==> config.mk <==
export PLATFORM = sky130hd
export DESIGN_NAME = pfc_ctrl
export DESIGN_NICKNAME = d
export VERILOG_FILES = /design/src/inc/pfc_pkg.sv /design/src/logic/pfc_ctrl.sv /design/src/logic/pfc_cycle.sv
export VERILOG_INCLUDE_DIRS = /design/src /design/src/inc
export SDC_FILE = /design/constraint.sdc
export NUM_CORES = 1
export LEC_CHECK = 0
export BUFFER_PORTS_ARGS = -buffer_cell sky130_fd_sc_hd__buf_2
export CAP_MARGIN = 0
export CORE_ASPECT_RATIO = 0.5
export CORE_MARGIN = 4
export CORE_UTILIZATION = 40
export DETAILED_ROUTE_END_ITERATION = 7
export GPL_TIMING_DRIVEN = 0
export SYNTH_ARGS = -nofsm -noshare
export SYNTH_HDL_FRONTEND = slang
export SYNTH_SLANG_ARGS = --single-unit
==> constraint.sdc <==
create_clock -name clk -period 3.9 [get_ports clk]
set_input_delay 0.195 -clock clk [delete_from_list [all_inputs] [get_ports clk]]
set_output_delay 0.195 -clock clk [all_outputs]
set_load 0.05 [all_outputs]
==> src/inc/pfc_cfg.svh <==
// timing, codes and field positions for the flash command port host
`ifndef PFC_CFG_SVH
`define PFC_CFG_SVH
`define PFC_CLK_NS 10
`define PFC_WE_NS 40
`define PFC_WE_CYC ((`PFC_WE_NS + `PFC_CLK_NS - 1) / `PFC_CLK_NS)
`define PFC_RD_NS 90
`define PFC_RD_CYC ((`PFC_RD_NS + `PFC_CLK_NS - 1) / `PFC_CLK_NS)
`define PFC_SYNC_CYC 2
`define PFC_PGM_MAX_NS 20000
`define PFC_PGM_MAX_CYC (`PFC_PGM_MAX_NS / `PFC_CLK_NS)
`define PFC_POLL_SLACK 256
`define PFC_ERA_MAX_DEF 10000000
`define PFC_CHIP_ADDR 16'h5555
`define PFC_SECT_CODE 8'h30
`define PFC_CHIP_CODE 8'h10
`define PFC_PGM_LAST 3'h3
`define PFC_ERA_LAST 3'h5
`define PFC_SECT_LSB 12
`define PFC_BIT_INV 7
`define PFC_BIT_TOG 6
`define PFC_REREADS 2'h2
`endif

==> src/inc/pfc_pkg.sv <==
// types for the flash command port host
package pfc_pkg;
    typedef enum logic [1:0] {
        PFC_OP_READ = 2'h0,
        PFC_OP_PGM = 2'h1,
        PFC_OP_SECT = 2'h2,
        PFC_OP_CHIP = 2'h3
    } pfc_op_t;
    typedef enum logic [2:0] {
        PFC_C_IDLE = 3'h0,
        PFC_C_SETUP = 3'h1,
        PFC_C_STROBE = 3'h3,
        PFC_C_HOLD = 3'h2,
        PFC_C_END = 3'h6,
        PFC_C_READ = 3'h7
    } pfc_cyc_t;
    typedef enum logic [2:0] {
        PFC_M_IDLE = 3'h0,
        PFC_M_WR = 3'h1,
        PFC_M_POLL = 3'h3,
        PFC_M_CHECK = 3'h2,
        PFC_M_RD = 3'h6
    } pfc_main_t;
endpackage

==> src/logic/pfc_ctrl.sv <==
// host controller issuing protected flash command sequences and polling status
// Function
// commands are written by pulsing write strobe low under chip select
// address must be stable when the later falling strobe edge occurs
// data must be stable at the first rising strobe edge
// array data is read only with select and output gate both low
// select stays high whenever no bus cycle runs
// host releases the data bus whenever it reads
// program single bytes only, into sectors that are already erased
// program is three preamble writes then address and data write
// program completes within twenty microseconds; host times out beyond
// while busy, reads show only the two status bits
// no command cycles are written while a program runs
// sector erase is six writes ending with 30h at sector address
// sector address goes on the last fall, erase code on last rise
// sector erase begins after the sixth strobe pulse
// no command cycles are written while a sector erase runs
// chip erase is six writes ending with 10h at 5555h
// chip erase starts on the sixth strobe rising edge
// during chip erase host only polls status, writes nothing
// status polling starts right after the launching strobe rise
// on apparent completion re-read twice; both must be valid
// inverted bit shows complement while programming, zero while erasing
// alternating bit toggles each read while busy, stops when done
// a mismatched sequence cycle makes the device drop back to reads
// after completion the device accepts reads and new sequences again
`include "pfc_cfg.svh"
module pfc_ctrl import pfc_pkg::*; #(
    parameter int AW = 19,
    parameter int unsigned ERA_MAX_CYC = `PFC_ERA_MAX_DEF,
    parameter logic [15:0] ULK_A0 = 16'h0000,
    parameter logic [15:0] ULK_A1 = 16'h0000,
    parameter logic [7:0] ULK_D0 = 8'h00,
    parameter logic [7:0] ULK_D1 = 8'h00,
    parameter logic [7:0] PGM_D = 8'h00,
    parameter logic [7:0] ERA_D = 8'h00
) (
    input wire logic clk,
    input wire logic reset,
    input wire logic cmd_valid,
    input wire pfc_op_t cmd_op,
    input wire logic [AW-1:0] cmd_addr,
    input wire logic [7:0] cmd_data,
    output logic cmd_ready,
    output logic rsp_valid,
    output logic [7:0] rsp_data,
    output logic rsp_err,
    output logic busy,
    output logic [AW-1:0] flash_addr,
    output logic flash_ce_n,
    output logic flash_oe_n,
    output logic flash_we_n,
    output logic [7:0] flash_dq_o,
    output logic flash_dq_oe,
    input wire logic [7:0] flash_dq_i
);
    if (AW < 16 || AW > 24) begin : g_chk
        $error("address width outside 16..24");
    end
    localparam logic [31:0] PGM_LIM = 32'(`PFC_PGM_MAX_CYC + `PFC_POLL_SLACK);
    localparam logic [31:0] ERA_LIM = 32'(ERA_MAX_CYC) + 32'(`PFC_POLL_SLACK);

    // address and data of one preamble step
    function automatic logic [23:0] step_pair(input logic [2:0] idx);
        unique case (idx)
            3'h0, 3'h3: step_pair = {ULK_A0, ULK_D0};
            3'h1, 3'h4: step_pair = {ULK_A1, ULK_D1};
            default: step_pair = {ULK_A0, PGM_D};
        endcase
    endfunction

    // status byte says the operation is over
    function automatic logic settled(input logic [7:0] now, input logic [7:0] prev,
                                     input logic [7:0] want);
        settled = (now[`PFC_BIT_TOG] == prev[`PFC_BIT_TOG]) &&
                  (now[`PFC_BIT_INV] == want[`PFC_BIT_INV]);
    endfunction

    pfc_main_t st_q, st_d;
    pfc_op_t op_q, op_d;
    logic [AW-1:0] adr_q, adr_d, ca_q, ca_d;
    logic [7:0] dat_q, dat_d, cd_q, cd_d, prev_q, prev_d, want;
    logic [2:0] step_q, step_d, last;
    logic [1:0] rr_q, rr_d;
    logic [31:0] cnt_q, cnt_d, lim;
    logic first_q, first_d, go_q, go_d, cw_q, cw_d;
    logic rdy_d, rv_d, re_d;
    logic [7:0] rdat_d;
    logic cyc_done;
    logic [7:0] cyc_rdata;
    logic [23:0] pair;

    pfc_cycle #(.AW(AW)) u_cycle (
        .clk(clk),
        .reset(reset),
        .start(go_q),
        .wr(cw_q),
        .addr(ca_q),
        .wdata(cd_q),
        .done(cyc_done),
        .rdata(cyc_rdata),
        .flash_addr(flash_addr),
        .flash_ce_n(flash_ce_n),
        .flash_oe_n(flash_oe_n),
        .flash_we_n(flash_we_n),
        .flash_dq_o(flash_dq_o),
        .flash_dq_oe(flash_dq_oe),
        .flash_dq_i(flash_dq_i)
    );

    always_comb begin
        last = (op_q == PFC_OP_PGM) ? `PFC_PGM_LAST : `PFC_ERA_LAST;
        want = (op_q == PFC_OP_PGM) ? dat_q : 8'hFF;
        lim = (op_q == PFC_OP_PGM) ? PGM_LIM : ERA_LIM;
        st_d = st_q;
        op_d = op_q;
        adr_d = adr_q;
        dat_d = dat_q;
        ca_d = ca_q;
        cd_d = cd_q;
        prev_d = prev_q;
        step_d = step_q;
        rr_d = rr_q;
        cnt_d = cnt_q;
        first_d = first_q;
        go_d = 1'b0;
        cw_d = cw_q;
        rdy_d = 1'b0;
        rv_d = 1'b0;
        re_d = 1'b0;
        rdat_d = rsp_data;
        pair = step_pair(step_q + 3'h1);
        unique case (st_q)
            PFC_M_IDLE: begin
                rdy_d = 1'b1;
                if (cmd_valid && cmd_ready) begin
                    rdy_d = 1'b0;
                    op_d = cmd_op;
                    adr_d = cmd_addr;
                    dat_d = cmd_data;
                    step_d = 3'h0;
                    go_d = 1'b1;
                    cw_d = (cmd_op != PFC_OP_READ);
                    if (cmd_op == PFC_OP_READ) begin
                        st_d = PFC_M_RD;
                        ca_d = cmd_addr;
                    end else begin
                        st_d = PFC_M_WR;
                        ca_d = AW'(ULK_A0);
                        cd_d = ULK_D0;
                    end
                end
            end
            PFC_M_RD: if (cyc_done) begin
                st_d = PFC_M_IDLE;
                rv_d = 1'b1;
                rdat_d = cyc_rdata;
                rdy_d = 1'b1;
            end
            PFC_M_WR: if (cyc_done) begin
                go_d = 1'b1;
                if (step_q == last) begin
                    // operation launched by this rise; start polling
                    st_d = PFC_M_POLL;
                    cw_d = 1'b0;
                    ca_d = adr_q;
                    cnt_d = 32'h0;
                    first_d = 1'b1;
                end else begin
                    step_d = step_q + 3'h1;
                    ca_d = AW'(pair[23:8]);
                    cd_d = pair[7:0];
                    if (step_q + 3'h1 == last) begin
                        unique case (op_q)
                            PFC_OP_PGM: begin
                                ca_d = adr_q;
                                cd_d = dat_q;
                            end
                            PFC_OP_SECT: begin
                                ca_d = {adr_q[AW-1:`PFC_SECT_LSB],
                                        {`PFC_SECT_LSB{1'b0}}};
                                cd_d = `PFC_SECT_CODE;
                            end
                            default: begin
                                ca_d = AW'(`PFC_CHIP_ADDR);
                                cd_d = `PFC_CHIP_CODE;
                            end
                        endcase
                    end else if (step_q + 3'h1 == 3'h2 && op_q != PFC_OP_PGM) begin
                        cd_d = ERA_D;
                    end
                end
            end
            PFC_M_POLL, PFC_M_CHECK: begin
                // only reads go out while the device is busy
                cnt_d = cnt_q + 32'h1;
                if (cnt_q >= lim) begin
                    st_d = PFC_M_IDLE;
                    rv_d = 1'b1;
                    re_d = 1'b1;
                    rdat_d = prev_q;
                    rdy_d = 1'b1;
                end else if (cyc_done) begin
                    prev_d = cyc_rdata;
                    first_d = 1'b0;
                    go_d = 1'b1;
                    if (st_q == PFC_M_POLL) begin
                        if (!first_q && settled(cyc_rdata, prev_q, want)) begin
                            st_d = PFC_M_CHECK;
                            rr_d = 2'h0;
                        end
                    end else if (!settled(cyc_rdata, prev_q, want)) begin
                        st_d = PFC_M_POLL;
                    end else if (rr_q + 2'h1 == `PFC_REREADS) begin
                        // both re-reads valid, device back in read mode
                        st_d = PFC_M_IDLE;
                        go_d = 1'b0;
                        rv_d = 1'b1;
                        rdat_d = cyc_rdata;
                        rdy_d = 1'b1;
                    end else begin
                        rr_d = rr_q + 2'h1;
                    end
                end
            end
            default: begin
                // any stray state is dropped like an aborted sequence
                st_d = PFC_M_IDLE;
            end
        endcase
    end

    always_ff @(posedge clk) begin
        if (reset) begin
            st_q <= PFC_M_IDLE;
            op_q <= PFC_OP_READ;
            adr_q <= '0;
            dat_q <= 8'h00;
            ca_q <= '0;
            cd_q <= 8'h00;
            prev_q <= 8'h00;
            step_q <= 3'h0;
            rr_q <= 2'h0;
            cnt_q <= 32'h0;
            first_q <= 1'b0;
            go_q <= 1'b0;
            cw_q <= 1'b0;
            cmd_ready <= 1'b0;
            rsp_valid <= 1'b0;
            rsp_err <= 1'b0;
            rsp_data <= 8'h00;
            busy <= 1'b0;
        end else begin
            st_q <= st_d;
            op_q <= op_d;
            adr_q <= adr_d;
            dat_q <= dat_d;
            ca_q <= ca_d;
            cd_q <= cd_d;
            prev_q <= prev_d;
            step_q <= step_d;
            rr_q <= rr_d;
            cnt_q <= cnt_d;
            first_q <= first_d;
            go_q <= go_d;
            cw_q <= cw_d;
            cmd_ready <= rdy_d;
            rsp_valid <= rv_d;
            rsp_err <= re_d;
            rsp_data <= rdat_d;
            busy <= (st_d != PFC_M_IDLE);
        end
    end

    a_poll_no_write: assert property (@(posedge clk) disable iff (reset)
        (st_q == PFC_M_POLL || st_q == PFC_M_CHECK) && go_q |-> !cw_q)
        else $error("write issued while device busy");
    a_launch_poll: assert property (@(posedge clk) disable iff (reset)
        st_q == PFC_M_WR && cyc_done && step_q == last && cnt_q < lim |=>
        st_q == PFC_M_POLL && go_q && !cw_q)
        else $error("poll not started after last write");
    a_pgm_timeout: assert property (@(posedge clk) disable iff (reset)
        st_q == PFC_M_POLL && op_q == PFC_OP_PGM && cnt_q >= PGM_LIM |=>
        rsp_valid && rsp_err)
        else $error("program timeout not flagged");
    a_ok_after_rereads: assert property (@(posedge clk) disable iff (reset)
        rsp_valid && !rsp_err && op_q != PFC_OP_READ |-> $past(st_q) == PFC_M_CHECK &&
        $past(rr_q) == 2'h1)
        else $error("completion without two re-reads");
    a_rsp_pulse: assert property (@(posedge clk) disable iff (reset)
        rsp_valid |-> cmd_ready ##1 !rsp_valid)
        else $error("response not a single pulse");
    a_seq_steps: assert property (@(posedge clk) disable iff (reset)
        st_q == PFC_M_WR |-> step_q <= last)
        else $error("sequence longer than allowed");
endmodule

==> src/logic/pfc_cycle.sv <==
// one read or write bus cycle on the flash pins
`include "pfc_cfg.svh"
module pfc_cycle import pfc_pkg::*; #(
    parameter int AW = 19
) (
    input wire logic clk,
    input wire logic reset,
    input wire logic start,
    input wire logic wr,
    input wire logic [AW-1:0] addr,
    input wire logic [7:0] wdata,
    output logic done,
    output logic [7:0] rdata,
    output logic [AW-1:0] flash_addr,
    output logic flash_ce_n,
    output logic flash_oe_n,
    output logic flash_we_n,
    output logic [7:0] flash_dq_o,
    output logic flash_dq_oe,
    input wire logic [7:0] flash_dq_i
);
    localparam logic [7:0] WE_N = 8'(`PFC_WE_CYC - 1);
    localparam logic [7:0] RD_N = 8'(`PFC_RD_CYC + `PFC_SYNC_CYC - 1);
    pfc_cyc_t st_q, st_d;
    logic [7:0] cnt_q, cnt_d, rd_q, rd_d, meta_q, sync_q;
    logic wr_q, wr_d, done_d;
    logic [AW-1:0] a_q, a_d;
    logic [7:0] dq_q, dq_d;
    logic ce_d, oe_d, we_d, dqoe_d;
    always_comb begin
        st_d = st_q;
        cnt_d = cnt_q;
        wr_d = wr_q;
        a_d = a_q;
        dq_d = dq_q;
        rd_d = rd_q;
        done_d = 1'b0;
        unique case (st_q)
            PFC_C_IDLE: if (start) begin
                st_d = PFC_C_SETUP;
                wr_d = wr;
                a_d = addr;
                dq_d = wdata;
            end
            PFC_C_SETUP: begin
                st_d = wr_q ? PFC_C_STROBE : PFC_C_READ;
                cnt_d = 8'h00;
            end
            PFC_C_STROBE: begin
                cnt_d = cnt_q + 8'h01;
                if (cnt_q == WE_N) st_d = PFC_C_HOLD;
            end
            PFC_C_HOLD: st_d = PFC_C_END;
            PFC_C_READ: begin
                cnt_d = cnt_q + 8'h01;
                if (cnt_q == RD_N) begin
                    st_d = PFC_C_END;
                    rd_d = sync_q;
                end
            end
            PFC_C_END: begin
                st_d = PFC_C_IDLE;
                done_d = 1'b1;
            end
        endcase
        // pins follow the next state
        ce_d = (st_d == PFC_C_IDLE) || (st_d == PFC_C_END);
        we_d = (st_d != PFC_C_STROBE);
        oe_d = (st_d != PFC_C_READ);
        dqoe_d = wr_d && !ce_d;
    end
    always_ff @(posedge clk) begin
        meta_q <= flash_dq_i;
        sync_q <= meta_q;
        if (reset) begin
            st_q <= PFC_C_IDLE;
            cnt_q <= 8'h00;
            wr_q <= 1'b0;
            a_q <= '0;
            dq_q <= 8'h00;
            rd_q <= 8'h00;
            done <= 1'b0;
            flash_ce_n <= 1'b1;
            flash_oe_n <= 1'b1;
            flash_we_n <= 1'b1;
            flash_dq_oe <= 1'b0;
        end else begin
            st_q <= st_d;
            cnt_q <= cnt_d;
            wr_q <= wr_d;
            a_q <= a_d;
            dq_q <= dq_d;
            rd_q <= rd_d;
            done <= done_d;
            flash_ce_n <= ce_d;
            flash_oe_n <= oe_d;
            flash_we_n <= we_d;
            flash_dq_oe <= dqoe_d;
        end
    end
    assign flash_addr = a_q;
    assign flash_dq_o = dq_q;
    assign rdata = rd_q;

    a_we_under_ce: assert property (@(posedge clk) disable iff (reset)
        !flash_we_n |-> !flash_ce_n) else $error("strobe low without select");
    a_addr_held_strobe: assert property (@(posedge clk) disable iff (reset)
        $past(!flash_we_n) && !flash_we_n |-> $stable(flash_addr))
        else $error("address moved during strobe");
    a_data_at_rise: assert property (@(posedge clk) disable iff (reset)
        $rose(flash_we_n) |-> flash_dq_oe && !flash_ce_n && $stable(flash_dq_o))
        else $error("data not held at strobe rise");
    a_no_drive_read: assert property (@(posedge clk) disable iff (reset)
        !flash_oe_n |-> !flash_dq_oe && !flash_ce_n && flash_we_n)
        else $error("host drives bus during read");
    a_read_window: assert property (@(posedge clk) disable iff (reset)
        $fell(flash_oe_n) |-> !flash_oe_n [*8])
        else $error("read gate too short");
    a_idle_deselect: assert property (@(posedge clk) disable iff (reset)
        st_q == PFC_C_IDLE |-> flash_ce_n && flash_oe_n && flash_we_n)
        else $error("select active while idle");
endmodule

==> results.rst, run 1 <==
.. list-table::
   :header-rows: 1

   * - Metric
     - Value
   * - Number of global-route vias before repair
     - 6,529
   * - Worst IR drop on VDD
     - roughly 0.00024 V
   * - Max-cap violations
     - 0
   * - Worst hold path type
     - in2reg
   * - Number of port buffers
     - 81
   * - Number of clock buffers inserted by TritonCTS
     - 17
   * - Largest net degree at the start of global routing
     - 17
   * - Gate Count Post-Synth
     - 925
   * - Number of nets at the end of the flow
     - around 1,100
   * - Transition time at the pin with the least slew margin
     - roughly 1.2 ns
   * - Global routing usage summed across all routing layers
     - a little under a fifth
   * - Reg-to-Reg Start
     - op_q[0]$_SDFFE_PP0P_
   * - Starting Density
     - 41.7%
   * - Power Dens Cells
     - 434 nW/um2
   * - Clock tree from TritonCTS
     - built
   * - Class of the most critical setup path
     - reg2reg
   * - Standard-cell row count
     - 35
   * - WL final
     - ~20,000 um
   * - Main area contributors after synthesis
     - sky130_fd_sc_hd__dfxtp_1 48%, sky130_fd_sc_hd__nand2_1 7.4%, sky130_fd_sc_hd__a21oi_1 6.6%, sky130_fd_sc_hd__nor2_1 4.8%, sky130_fd_sc_hd__mux2i_1 3.6%
   * - Maximum fanout count along the critical path
     - 10
   * - Fin. Hold Viols
     - 0
   * - Clock transition time at the flip-flop clock pins of the worst setup and hold paths
     - 0.07 ns
   * - Net count after synthesis
     - 976
   * - Setup slack on the worst flop-to-flop path
     - 0.22 ns
   * - # clock sinks
     - roughly 190
   * - End point of the critical path
     - rr_q[1]$_SDFFE_PP0P_
   * - Deepest level of the CTS H-tree
     - 4
   * - Iteration count of the initial detailed-routing pass
     - 6
   * - Cell type with the largest total area after synthesis
     - sky130_fd_sc_hd__dfxtp_1
   * - Capture instance of the worst register-to-register path
     - rr_q[1]$_SDFFE_PP0P_
   * - Setup-violating endpoint count in the final report
     - 0
   * - Per-cell routed wire length
     - 15.6 um
   * - Overall die width
     - ~210 um
   * - Library cell contributing the largest single delay on the critical path
     - sky130_fd_sc_hd__a311oi_1
   * - Crit end category
     - flip-flop
   * - Kind of cell adding the most delay to the critical path
     - compound AO/OA/AOI/OAI gates
   * - Die Footprint
     - 22,100 um2
   * - Sequential share of the synthesized area
     - between 40% and 50%
   * - GRT overflow
     - 0
   * - Number of enable-type register cells in the synthesized netlist
     - 0
   * - Result of the run
     - completed
   * - Pleak
     - between 3 and 4 nW
   * - YS warnings
     - 0
   * - Last weighted congestion value of the routability-driven placer
     - 0.872
   * - Post-DRT Antenna Nets
     - 0
   * - Final TNS setup
     - 0 ns
   * - Cts repair resizes
     - 0
   * - Die height
     - approximately 110 um
   * - Data arrival time at the worst-slack endpoint
     - 4.04 ns
   * - Crit path required time
     - 4.26 ns
   * - Worst Skew
     - 0.0109 ns
   * - Maximum operating frequency
     - about 270 MHz
   * - Layout cells sized above 1
     - 13.8%
   * - Slew Viols, Final
     - 0
   * - Filler-free cell count of the finished design
     - approximately 1,300
   * - Wire length of the first global-routing pass
     - 33,300 um
   * - Number of distinct library cells after synthesis
     - 63
   * - Slew HR
     - 16.1%
   * - Most frequent cells after synthesis
     - 187 x sky130_fd_sc_hd__dfxtp_1, 155 x sky130_fd_sc_hd__nand2_1, 103 x sky130_fd_sc_hd__a21oi_1
   * - Fraction of synthesis flops using an asynchronous set or reset pin
     - 0%
   * - CP peak stage delay
     - 0.55 ns
   * - Clock network latency to the later pin of the worst-skew pair
     - 0.43 ns
   * - Unrepaired setup endpoints after global routing
     - no
   * - Routed length on met1
     - about 9900 um
   * - Most common cell in the netlist
     - sky130_fd_sc_hd__dfxtp_1
   * - Area share of the largest cell type after synthesis
     - a little under half
   * - Cells on worst reg2reg path
     - 11
   * - Layout Area Growth over Synthesis
     - 18.9%
   * - Number of cells on the critical path
     - 11
   * - Kind of start point of the critical path
     - flip-flop
   * - Root buf cell
     - sky130_fd_sc_hd__clkbuf_16
   * - Post-detailed-route via-to-cell ratio
     - 5.25
   * - 1st-iter DRT viols
     - between 500 and 600
   * - Initial antenna violation count
     - 0
   * - Highest routed layer
     - met4
   * - Placeable core area
     - approximately 19,000 um2
   * - Most used flip-flop cell after synthesis
     - sky130_fd_sc_hd__dfxtp_1
   * - Number of storage elements in the synthesis netlist
     - 187
   * - Met3 layer wire length in the routed design
     - 1040 um
   * - Post-DP HPWL
     - 14,700 um
   * - Total buffers and inverters traversed by the critical path
     - 3
   * - # DRC
     - 0
   * - Maximum clock insertion buffer count
     - 2
   * - Top Ports
     - 83
   * - Number of inserted diodes
     - 0
   * - Fin crit period
     - 3.68 ns
   * - Total standard cell area after synthesis
     - 7860 um2
   * - Worst setup startpoint
     - op_q[0]$_SDFFE_PP0P_
   * - Chain of cells forming the critical path
     - ha_1, buf_2, buf_2, inv_1, ha_1, a31oi_1, nand2_1, a21oi_1, a41oi_1, a311oi_1, mux2i_1
   * - Sum of met2 wire segment lengths after detailed routing
     - 9220 um
   * - Syn Area/Cell
     - 8.49 um2
   * - Via Count
     - 6,899
   * - Period utilization
     - 94.3%
   * - Number of placed instances, taps included
     - between 1,000 and 1,500
[routing by layer]
metal | global-route usage [%] | vias to the layer above
met2 | 30.2 | 155
li1 | - | 3451
met4 | 5.27 | 0
met3 | 3.90 | 26
met1 | 25.6 | 3267
met5 | 0 | -
[final cells by class]
type,instances,area (um2)
flip-flops and latches,187,3740
fillers,1880,9490
repair buffers,99,578
inverters,20,75.1
well taps,259,324
clock inverters,11,113
clock buffers,21,460
multi-input cells,664,3830
plain buffers,54,210
[cell usage in the layout (no fill, tap or decap), types with 6 or more instances in the layout]
master,count
sky130_fd_sc_hd__nand2_1,155
sky130_fd_sc_hd__nand3b_1,6
sky130_fd_sc_hd__clkbuf_1,49
sky130_fd_sc_hd__a21oi_1,103
sky130_fd_sc_hd__nor4_1,8
sky130_fd_sc_hd__mux2i_1,28
sky130_fd_sc_hd__nor2b_1,8
sky130_fd_sc_hd__clkbuf_16,17
sky130_fd_sc_hd__nor2_1,101
sky130_fd_sc_hd__or3_1,8
sky130_fd_sc_hd__dlygate4sd3_1,15
sky130_fd_sc_hd__ha_1,11
sky130_fd_sc_hd__nand4_1,16
sky130_fd_sc_hd__xor2_1,6
sky130_fd_sc_hd__nand2b_1,14
sky130_fd_sc_hd__a221oi_1,21
sky130_fd_sc_hd__xnor2_1,22
sky130_fd_sc_hd__nand3_1,15
sky130_fd_sc_hd__buf_2,87
sky130_fd_sc_hd__a211oi_2,10
sky130_fd_sc_hd__inv_1,20
sky130_fd_sc_hd__o21ai_0,17
sky130_fd_sc_hd__dfxtp_1,187
sky130_fd_sc_hd__nor3_1,40
[metrics by stage]
step | power [mW] | area [um2] | hold WS [ns] | util [%] | worst slack, ns
6_report | 4.06 | 9340 | 0.0156 | 49.6 | 0.221
5_1_grt | 4.22 | 9340 | 0.00207 | 49.6 | 0.0212
4_1_cts | 4.09 | 9320 | 0.000349 | 49.5 | 0.0955
3_5_place_dp | 2.39 | 8600 | 0.299 | 45.7 | 0.112
3_3_place_gp | 2.38 | 8590 | 0.298 | 45.6 | 0.141
2_1_floorplan | 2.27 | 7860 | 0.223 | - | 0.994
[state kept, by name, summed over array words and instances, names as in the netlist, 2 cells and up]
signal	cells
ca_q	19
u_cycle.rdata	8
dat_q	8
rr_q	2
u_cycle.meta_q	8
op_q	2
u_cycle.flash_dq_o	8
cd_q	8
u_cycle.cnt_q	8
adr_q	19
u_cycle.flash_addr	19
st_q	3
u_cycle.sync_q	8
u_cycle.st_q	3
cnt_q	32
step_q	3
rsp_data	8
prev_q	8
[worst reg2reg max path: cells and delay by family (launching register included)]
family / cells / cell delay (ns)
buf+inv: 3 / 0.76
flops: 1 / 0.39
mux: 1 / 0.26
fa+ha+maj: 2 / 0.72
simple gates: 1 / 0.08
compound gates: 4 / 1.41
[cells by family after synthesis]
family                     share of synthesized area, %
adders and majority gates                          1.75
DFF                                                47.6
and+or+nand+nor                                    23.7
xor gates and xnor gates                           3.12
AOI/OAI and AO/OA                                  15.8
buffers and inverters                              3.63
muxes                                              4.28
[how the worst min path moves through the flow]
stage / from / to / slack, ns / cells after the start
after global placement: flash_dq_i[4] / u_cycle.meta_q[4]$_DFF_P_ / 0.30 / 1
after detailed placement: flash_dq_i[6] / u_cycle.meta_q[6]$_DFF_P_ / 0.30 / 1
final: cmd_addr[4] / adr_q[4]$_SDFFE_PP0P_ / 0.02 / 3
after floorplan: flash_dq_i[0] / u_cycle.meta_q[0]$_DFF_P_ / 0.22 / 0
after CTS: cmd_addr[16] / adr_q[16]$_SDFFE_PP0P_ / 0.0003 / 3
after global routing: cmd_addr[0] / adr_q[0]$_SDFFE_PP0P_ / 0.002 / 3
[what timing repair did]
action	4_1_cts	5_1_grt
hold endpoints to repair	15	0
hold buffers	15	0
buffers inserted	0	2
endpoints found under the setup margin	0	9
[where the power goes]
part / internal [mW] / switching, mW / total (mW)
Sequential: 1.97 / 0.0344 / 2.00
Clock: 0.924 / 0.772 / 1.70
Combinational: 0.115 / 0.239 / 0.355
Total: 3.01 / 1.05 / 4.06
(Power assumes the default switching activity.)
==> inputs of run 2 (changes only) <==
==> constraint.sdc (replaced) <==
create_clock -name clk -period 3.9 [get_ports clk]
set_input_delay 0.585 -clock clk [delete_from_list [all_inputs] [get_ports clk]]
set_output_delay 0.585 -clock clk [all_outputs]
set_load 0.05 [all_outputs]
==> run 2 against run 1 <==
Cell area is 1.6% lower. Core utilization is 0.80 points lower. Sequential power hardly changed. Fmax is 0.82% higher. Worst setup slack better by 0.030 ns. Combinational power is 4% lower. Highest routed layer unchanged.
==> results.rst, run 2 (same netlist as run 1, synthesis figures left out) <==
.. list-table::
   :header-rows: 1

   * - Metric
     - Value
   * - Unrepaired setup endpoints after global routing
     - no
   * - Register Area
     - ~3700 um2
   * - Clock tree from TritonCTS
     - built
   * - Top reg by flops
     - cnt_q
   * - Setup-violating endpoint count in the final report
     - 0
   * - Post-DP HPWL
     - 14,700 um
   * - 1st-iter DRT viols
     - 487
   * - Transition time at the pin with the least slew margin
     - 1.26 ns
   * - Top library cells by usage in the layout, fill and taps aside
     - 187 x sky130_fd_sc_hd__dfxtp_1, 155 x sky130_fd_sc_hd__nand2_1, 103 x sky130_fd_sc_hd__a21oi_1
   * - Initial antenna violation count
     - 0
   * - # fillers
     - 1,882
   * - Layout Area Growth over Synthesis
     - 16.9%
   * - GRT overflow
     - 0
   * - Cts repair resizes
     - 0
   * - Number of inserted diodes
     - 0
   * - Max FFs per register
     - 32
   * - Capture instance of the worst register-to-register path
     - rr_q[1]$_SDFFE_PP0P_
   * - Root buf cell
     - sky130_fd_sc_hd__clkbuf_16
   * - Post-layout worst setup margin
     - roughly 0.25 ns
   * - Hold Path Stages
     - 1
   * - Quantity of hold-fixing buffers added after cts
     - 0
   * - WL final
     - about 20,000 um
   * - Crit end category
     - flip-flop
   * - Maximum fanout count along the critical path
     - 10
   * - Global routing usage summed across all routing layers
     - 18.6%
   * - Period utilization
     - between 90% and 100%
   * - Worst hold path type
     - in2reg
   * - Slew Viols, Final
     - 0
   * - Starting Density
     - 41.7%
   * - Post-placement setup slack
     - around 0.11 ns
   * - Largest net degree at the start of global routing
     - 17
   * - Result of the run
     - completed
   * - Capture endpoint of the worst hold path
     - u_cycle.meta_q[4]$_DFF_P_
   * - Power Dens Cells
     - 440 nW/um2
   * - # DRC
     - 0
   * - End-of-flow core utilization
     - 48.8%
   * - Class of the most critical setup path
     - reg2reg
   * - Cells on worst reg2reg path
     - 11
   * - Die height
     - approximately 110 um
   * - Origin of the worst min-delay path
     - flash_dq_i[4]
   * - Maximum clock insertion buffer count
     - 2
   * - Post-detailed-route via-to-cell ratio
     - about 5.3
   * - Number of global-route vias before repair
     - 6,430
   * - Last weighted congestion value of the routability-driven placer
     - roughly 0.87
   * - Fin crit period
     - 3.65 ns
   * - # clock sinks
     - 187
   * - Pleak
     - between 3 and 4 nW
   * - Data arrival time at the worst-slack endpoint
     - between 4 and 5 ns
   * - Worst Skew
     - between 0.008 and 0.009 ns
   * - Maximum operating frequency
     - about 270 MHz
   * - Die Footprint
     - ~22,000 um2
   * - Placeable core area
     - 18,800 um2
   * - Iteration count of the initial detailed-routing pass
     - 5
   * - Commonest non-fill, non-tap cell in the layout
     - sky130_fd_sc_hd__dfxtp_1
   * - Number of clock buffers inserted by TritonCTS
     - 17
   * - Deepest level of the CTS H-tree
     - 4
   * - Crit path required time
     - roughly 4.3 ns
   * - Overall die width
     - 206 um
   * - Final TNS setup
     - 0 ns
   * - Setup slack on the worst flop-to-flop path
     - 0.25 ns
   * - Sum of internal, switching and leakage power
     - 4.04 mW
   * - Number of port buffers
     - 81
   * - Wire length of the first global-routing pass
     - ~33,000 um
   * - Reg-to-Reg Start
     - op_q[0]$_SDFFE_PP0P_
   * - Post-DRT Antenna Nets
     - 0
   * - Clock transition time at the flip-flop clock pins of the worst setup and hold paths
     - 0.07 ns
   * - Per-cell routed wire length
     - 15.6 um
   * - Clock network latency to the later pin of the worst-skew pair
     - approximately 0.43 ns
   * - Fin. Hold Viols
     - 0
   * - Number of nets at the end of the flow
     - 1,079
   * - Standard-cell row count
     - 35
   * - Slew HR
     - 15.4%
   * - Area occupied by multi-input gates
     - 3830 um2
   * - Top Ports
     - 83
   * - Via Count
     - 6,855
   * - Worst IR drop on VDD
     - 0.000237 V
   * - Layout cells sized above 1
     - 14.0%
   * - Max-cap violations
     - 0
   * - Worst setup startpoint
     - op_q[0]$_SDFFE_PP0P_
   * - Kind of start point of the critical path
     - flip-flop
## run 2: final cells by class
class                   instances  share of cell area [%]
plain buffers                  54                    2.29
clock buffers                  21                    5.01
clock inverters                11                    1.23
inverters                      20                   0.817
multi-input cells             664                    41.7
flip-flops and latches        187                    40.7
well taps                     259                    3.53
repair buffers                 84                    4.66
## run 2: routing by layer
metal,vias up,share of wire (%),global-route usage (%)
met5,-,0,0
met4,0,1.3,5.08
met3,26,4.9,4.02
met2,159,45,29.7
met1,3242,49,25.5
li1,3428,-,-
## run 2: through the flow
stage                     hold WS, ns  instances  area [um2]
after floorplan                 0.310        925        7860
after global placement          0.312       1265        8590
after detailed placement        0.312       1266        8600
after CTS                       0.233       1298        9170
after global routing            0.228       1300        9190
final                           0.249       1300        9190
## run 2: worst max-delay path, cell delays in order (launching register included)
cell and delay (ns):
sky130_fd_sc_hd__dfxtp_1 0.39, sky130_fd_sc_hd__ha_1 0.39, sky130_fd_sc_hd__buf_2 0.32, sky130_fd_sc_hd__buf_2 0.33, sky130_fd_sc_hd__inv_1 0.11, sky130_fd_sc_hd__ha_1 0.32, sky130_fd_sc_hd__a31oi_1 0.17, sky130_fd_sc_hd__nand2_1 0.07
sky130_fd_sc_hd__a21oi_1 0.44, sky130_fd_sc_hd__a41oi_1 0.24, sky130_fd_sc_hd__a311oi_1 0.55, sky130_fd_sc_hd__mux2i_1 0.25
## run 2: power by group
part / internal (mW) / total, mW / leakage [nW] / switching [mW]
logic: 0.105 / 0.342 / 1.47 / 0.237
registers: 1.97 / 2.00 / 1.52 / 0.0346
clock network: 0.924 / 1.69 / 0.272 / 0.771
## run 2: worst max-delay path by stage
stage | depth (start not counted) | to
2_1_floorplan | 13 | rsp_valid$_SDFF_PP0_
3_3_place_gp | 13 | rsp_valid$_SDFF_PP0_
3_5_place_dp | 12 | rsp_valid$_SDFF_PP0_
4_1_cts | 13 | rsp_valid$_SDFF_PP0_
5_1_grt | 11 | rr_q[1]$_SDFFE_PP0P_
6_report | 11 | rr_q[1]$_SDFFE_PP0P_
## run 2: timing repair
action                                  in CTS  in global routing
endpoints found under the hold margin        0                  0
setup buffers                                0                  2
endpoints found under the setup margin       0                  9
==> inputs of run 3 (changes only) <==
--- a/config.mk
+++ b/config.mk
@@ -8,7 +8,7 @@
 export LEC_CHECK = 0
 export BUFFER_PORTS_ARGS = -buffer_cell sky130_fd_sc_hd__buf_2
 export CAP_MARGIN = 0
-export CORE_ASPECT_RATIO = 0.5
+export CORE_ASPECT_RATIO = 0.75
 export CORE_MARGIN = 4
 export CORE_UTILIZATION = 40
 export DETAILED_ROUTE_END_ITERATION = 7
==> run 3 against run 2 <==
Cell area hardly changed. Register-to-register slack better by 0.06 ns. Final cell count is 0.54% lower. Global-route usage is 0.13 points lower. Sequential power about the same. Worst setup slack better by 0.058 ns. Non-clock buffer count is 1 lower. Die area fell by 0.51%. Fmax grew 1.6%.
==> results.rst, run 3 (same netlist as run 1, synthesis figures left out) <==
.. list-table::
   :header-rows: 1

   * - Metric
     - Value
   * - Starting Density
     - 40.7%
   * - Number of placed instances, taps included
     - 1,260
   * - Maximum clock insertion buffer count
     - 2
   * - Pleak
     - between 3 and 4 nW
   * - Global routing usage summed across all routing layers
     - a little under a fifth
   * - Cell Int Power
     - approximately 3.0 mW
   * - End-of-flow core utilization
     - 47.6%
   * - Last weighted congestion value of the routability-driven placer
     - between 0.8 and 0.9
   * - Slew Viols, Final
     - 0
   * - Sum of internal, switching and leakage power
     - 4.10 mW
   * - Number of global-route vias before repair
     - 6,132
   * - Portion of total power attributed to combinational logic
     - 8.4%
   * - Max-cap violations
     - 0
   * - Die Footprint
     - between 20,000 and 25,000 um2
   * - Layout cells sized above 1
     - 14.0%
   * - Hold Path Stages
     - 1
   * - Power Dens Cells
     - 446 nW/um2
   * - Overall die width
     - 170 um
   * - Worst IR drop on VDD
     - 0.000297 V
   * - Kind of start point of the critical path
     - flip-flop
   * - Switching component of the power
     - 1.07 mW
   * - Sequential power share
     - between 40% and 50%
   * - Clock transition time at the flip-flop clock pins of the worst setup and hold paths
     - roughly 0.07 ns
   * - Worst hold path type
     - in2reg
   * - Crit path required time
     - 4.18 ns
   * - Worst Skew
     - 0.0142 ns
   * - Maximum operating frequency
     - ~280 MHz
   * - Result of the run
     - completed
   * - Layout Area Growth over Synthesis
     - 17.0%
   * - Number of inserted diodes
     - 0
   * - Hold_ws
     - 0.243 ns
   * - Setup-violating endpoint count in the final report
     - 0
   * - Die height
     - 129 um
   * - Fin. Hold Viols
     - 0
   * - Per-cell routed wire length
     - approximately 16 um
   * - Clock network latency to the later pin of the worst-skew pair
     - 0.44 ns
   * - Initial antenna violation count
     - 0
   * - Data arrival time at the worst-slack endpoint
     - 3.87 ns
   * - Unrepaired setup endpoints after global routing
     - no
   * - Area post-placement
     - roughly 8600 um2
   * - Post-DP HPWL
     - 14,400 um
   * - Number of clock buffers inserted by TritonCTS
     - 17
   * - Transition time at the pin with the least slew margin
     - ~1.3 ns
   * - Post-DRT Antenna Nets
     - 0
   * - Crit end category
     - flip-flop
   * - Maximum fanout count along the critical path
     - 10
   * - 1st-iter DRT viols
     - 596
   * - Post-placement setup slack
     - -0.0370 ns
   * - Wire length of the first global-routing pass
     - ~32,000 um
   * - Top library cells by usage in the layout, fill and taps aside
     - 187 x sky130_fd_sc_hd__dfxtp_1, 155 x sky130_fd_sc_hd__nand2_1, 102 x sky130_fd_sc_hd__a21oi_1
   * - # DRC
     - 0
   * - # clock sinks
     - 187
   * - Standard-cell row count
     - 44
   * - Filler-free cell count of the finished design
     - around 1,300
   * - Max FFs per register
     - 32
   * - Slew HR
     - 14.8%
   * - Clock tree from TritonCTS
     - built
   * - Share of total power in the clock network
     - 42.8%
   * - Top reg by flops
     - cnt_q
   * - Largest net degree at the start of global routing
     - 18
   * - Iteration count of the initial detailed-routing pass
     - 5
   * - Quantity of hold-fixing buffers added after cts
     - 0
   * - Number of nets at the end of the flow
     - 1,078
   * - Final Cell Area
     - 9200 um2
   * - GRT overflow
     - 0
   * - WL final
     - 20,100 um
   * - Post-layout worst setup margin
     - a little over 0.3 ns
   * - Class of the most critical setup path
     - reg2reg
   * - Root buf cell
     - sky130_fd_sc_hd__clkbuf_16
   * - Deepest level of the CTS H-tree
     - 4
   * - Placeable core area
     - 19,300 um2
   * - Number of port buffers
     - 81
   * - Commonest non-fill, non-tap cell in the layout
     - sky130_fd_sc_hd__dfxtp_1
   * - Final TNS setup
     - 0 ns
   * - Post-detailed-route via-to-cell ratio
     - 5.26
   * - Via Count
     - around 7,000
   * - Fin crit period
     - 3.59 ns
   * - Top Ports
     - 83
   * - Switch share
     - 26.0%
   * - Period utilization
     - roughly 92%
   * - Cells on worst reg2reg path
     - 12
[run 3: power groups by stage]
stage / Clock [mW] / Combinational, mW / Sequential (mW)
2_1_floorplan: 0 / 0.197 / 2.07
3_3_place_gp: 0 / 0.338 / 2.05
3_5_place_dp: 0 / 0.340 / 2.05
4_1_cts: 1.79 / 0.342 / 2.00
5_1_grt: 1.87 / 0.380 / 2.01
6_report: 1.76 / 0.344 / 2.00
[run 3: critical path: stages, from the launching register on]
cell                       delay [ns]
sky130_fd_sc_hd__dfxtp_1         0.34
sky130_fd_sc_hd__inv_1           0.08
sky130_fd_sc_hd__ha_1            0.34
sky130_fd_sc_hd__buf_2           0.30
sky130_fd_sc_hd__buf_2           0.31
sky130_fd_sc_hd__inv_1           0.12
sky130_fd_sc_hd__ha_1            0.33
sky130_fd_sc_hd__nand2_1         0.07
sky130_fd_sc_hd__a21oi_1         0.15
sky130_fd_sc_hd__o211ai_1        0.26
sky130_fd_sc_hd__a311oi_4        0.73
sky130_fd_sc_hd__mux2i_1         0.30
sky130_fd_sc_hd__a211oi_2        0.09
[run 3: path summary, 6_finish.rpt]
kind	slack, ns	from	to
setup reg to reg	0.31	op_q[1]$_SDFFE_PP0P_	rsp_data[0]$_SDFFE_PP0P_
setup / recovery	0.31	op_q[1]$_SDFFE_PP0P_	rsp_data[0]$_SDFFE_PP0P_
hold / removal	0.24	flash_dq_i[3]	u_cycle.meta_q[3]$_DFF_P_
hold reg to reg	0.33	u_cycle.meta_q[0]$_DFF_P_	u_cycle.sync_q[0]$_DFF_P_
[run 3: repair_timing]
action,4_1_cts,5_1_grt
cloned,0,0
endpoints found under the setup margin,9,3
resized for setup,0,1
pin swaps,1,0
buffers inserted,1,0
[run 3: layout make-up]
type | instances | area (um2)
Fill cell | 1913 | 10100
Buffer | 54 | 210
Clock inverter | 13 | 159
Clock buffer | 19 | 433
Tap cell | 253 | 317
Sequential cell | 187 | 3740
Inverter | 20 | 75.1
Multi-Input combinational cell | 664 | 3840
Timing Repair Buffer | 83 | 420
[run 3: metal layers]
layer | up-vias | routed length [um] | global-route usage [%]
met1 | 3200 | 10400 | 28.0
met5 | - | 0 | 0
met3 | 17 | 1160 | 5.15
met2 | 161 | 8400 | 25.9
li1 | 3428 | - | -
met4 | 0 | 164 | 4.35
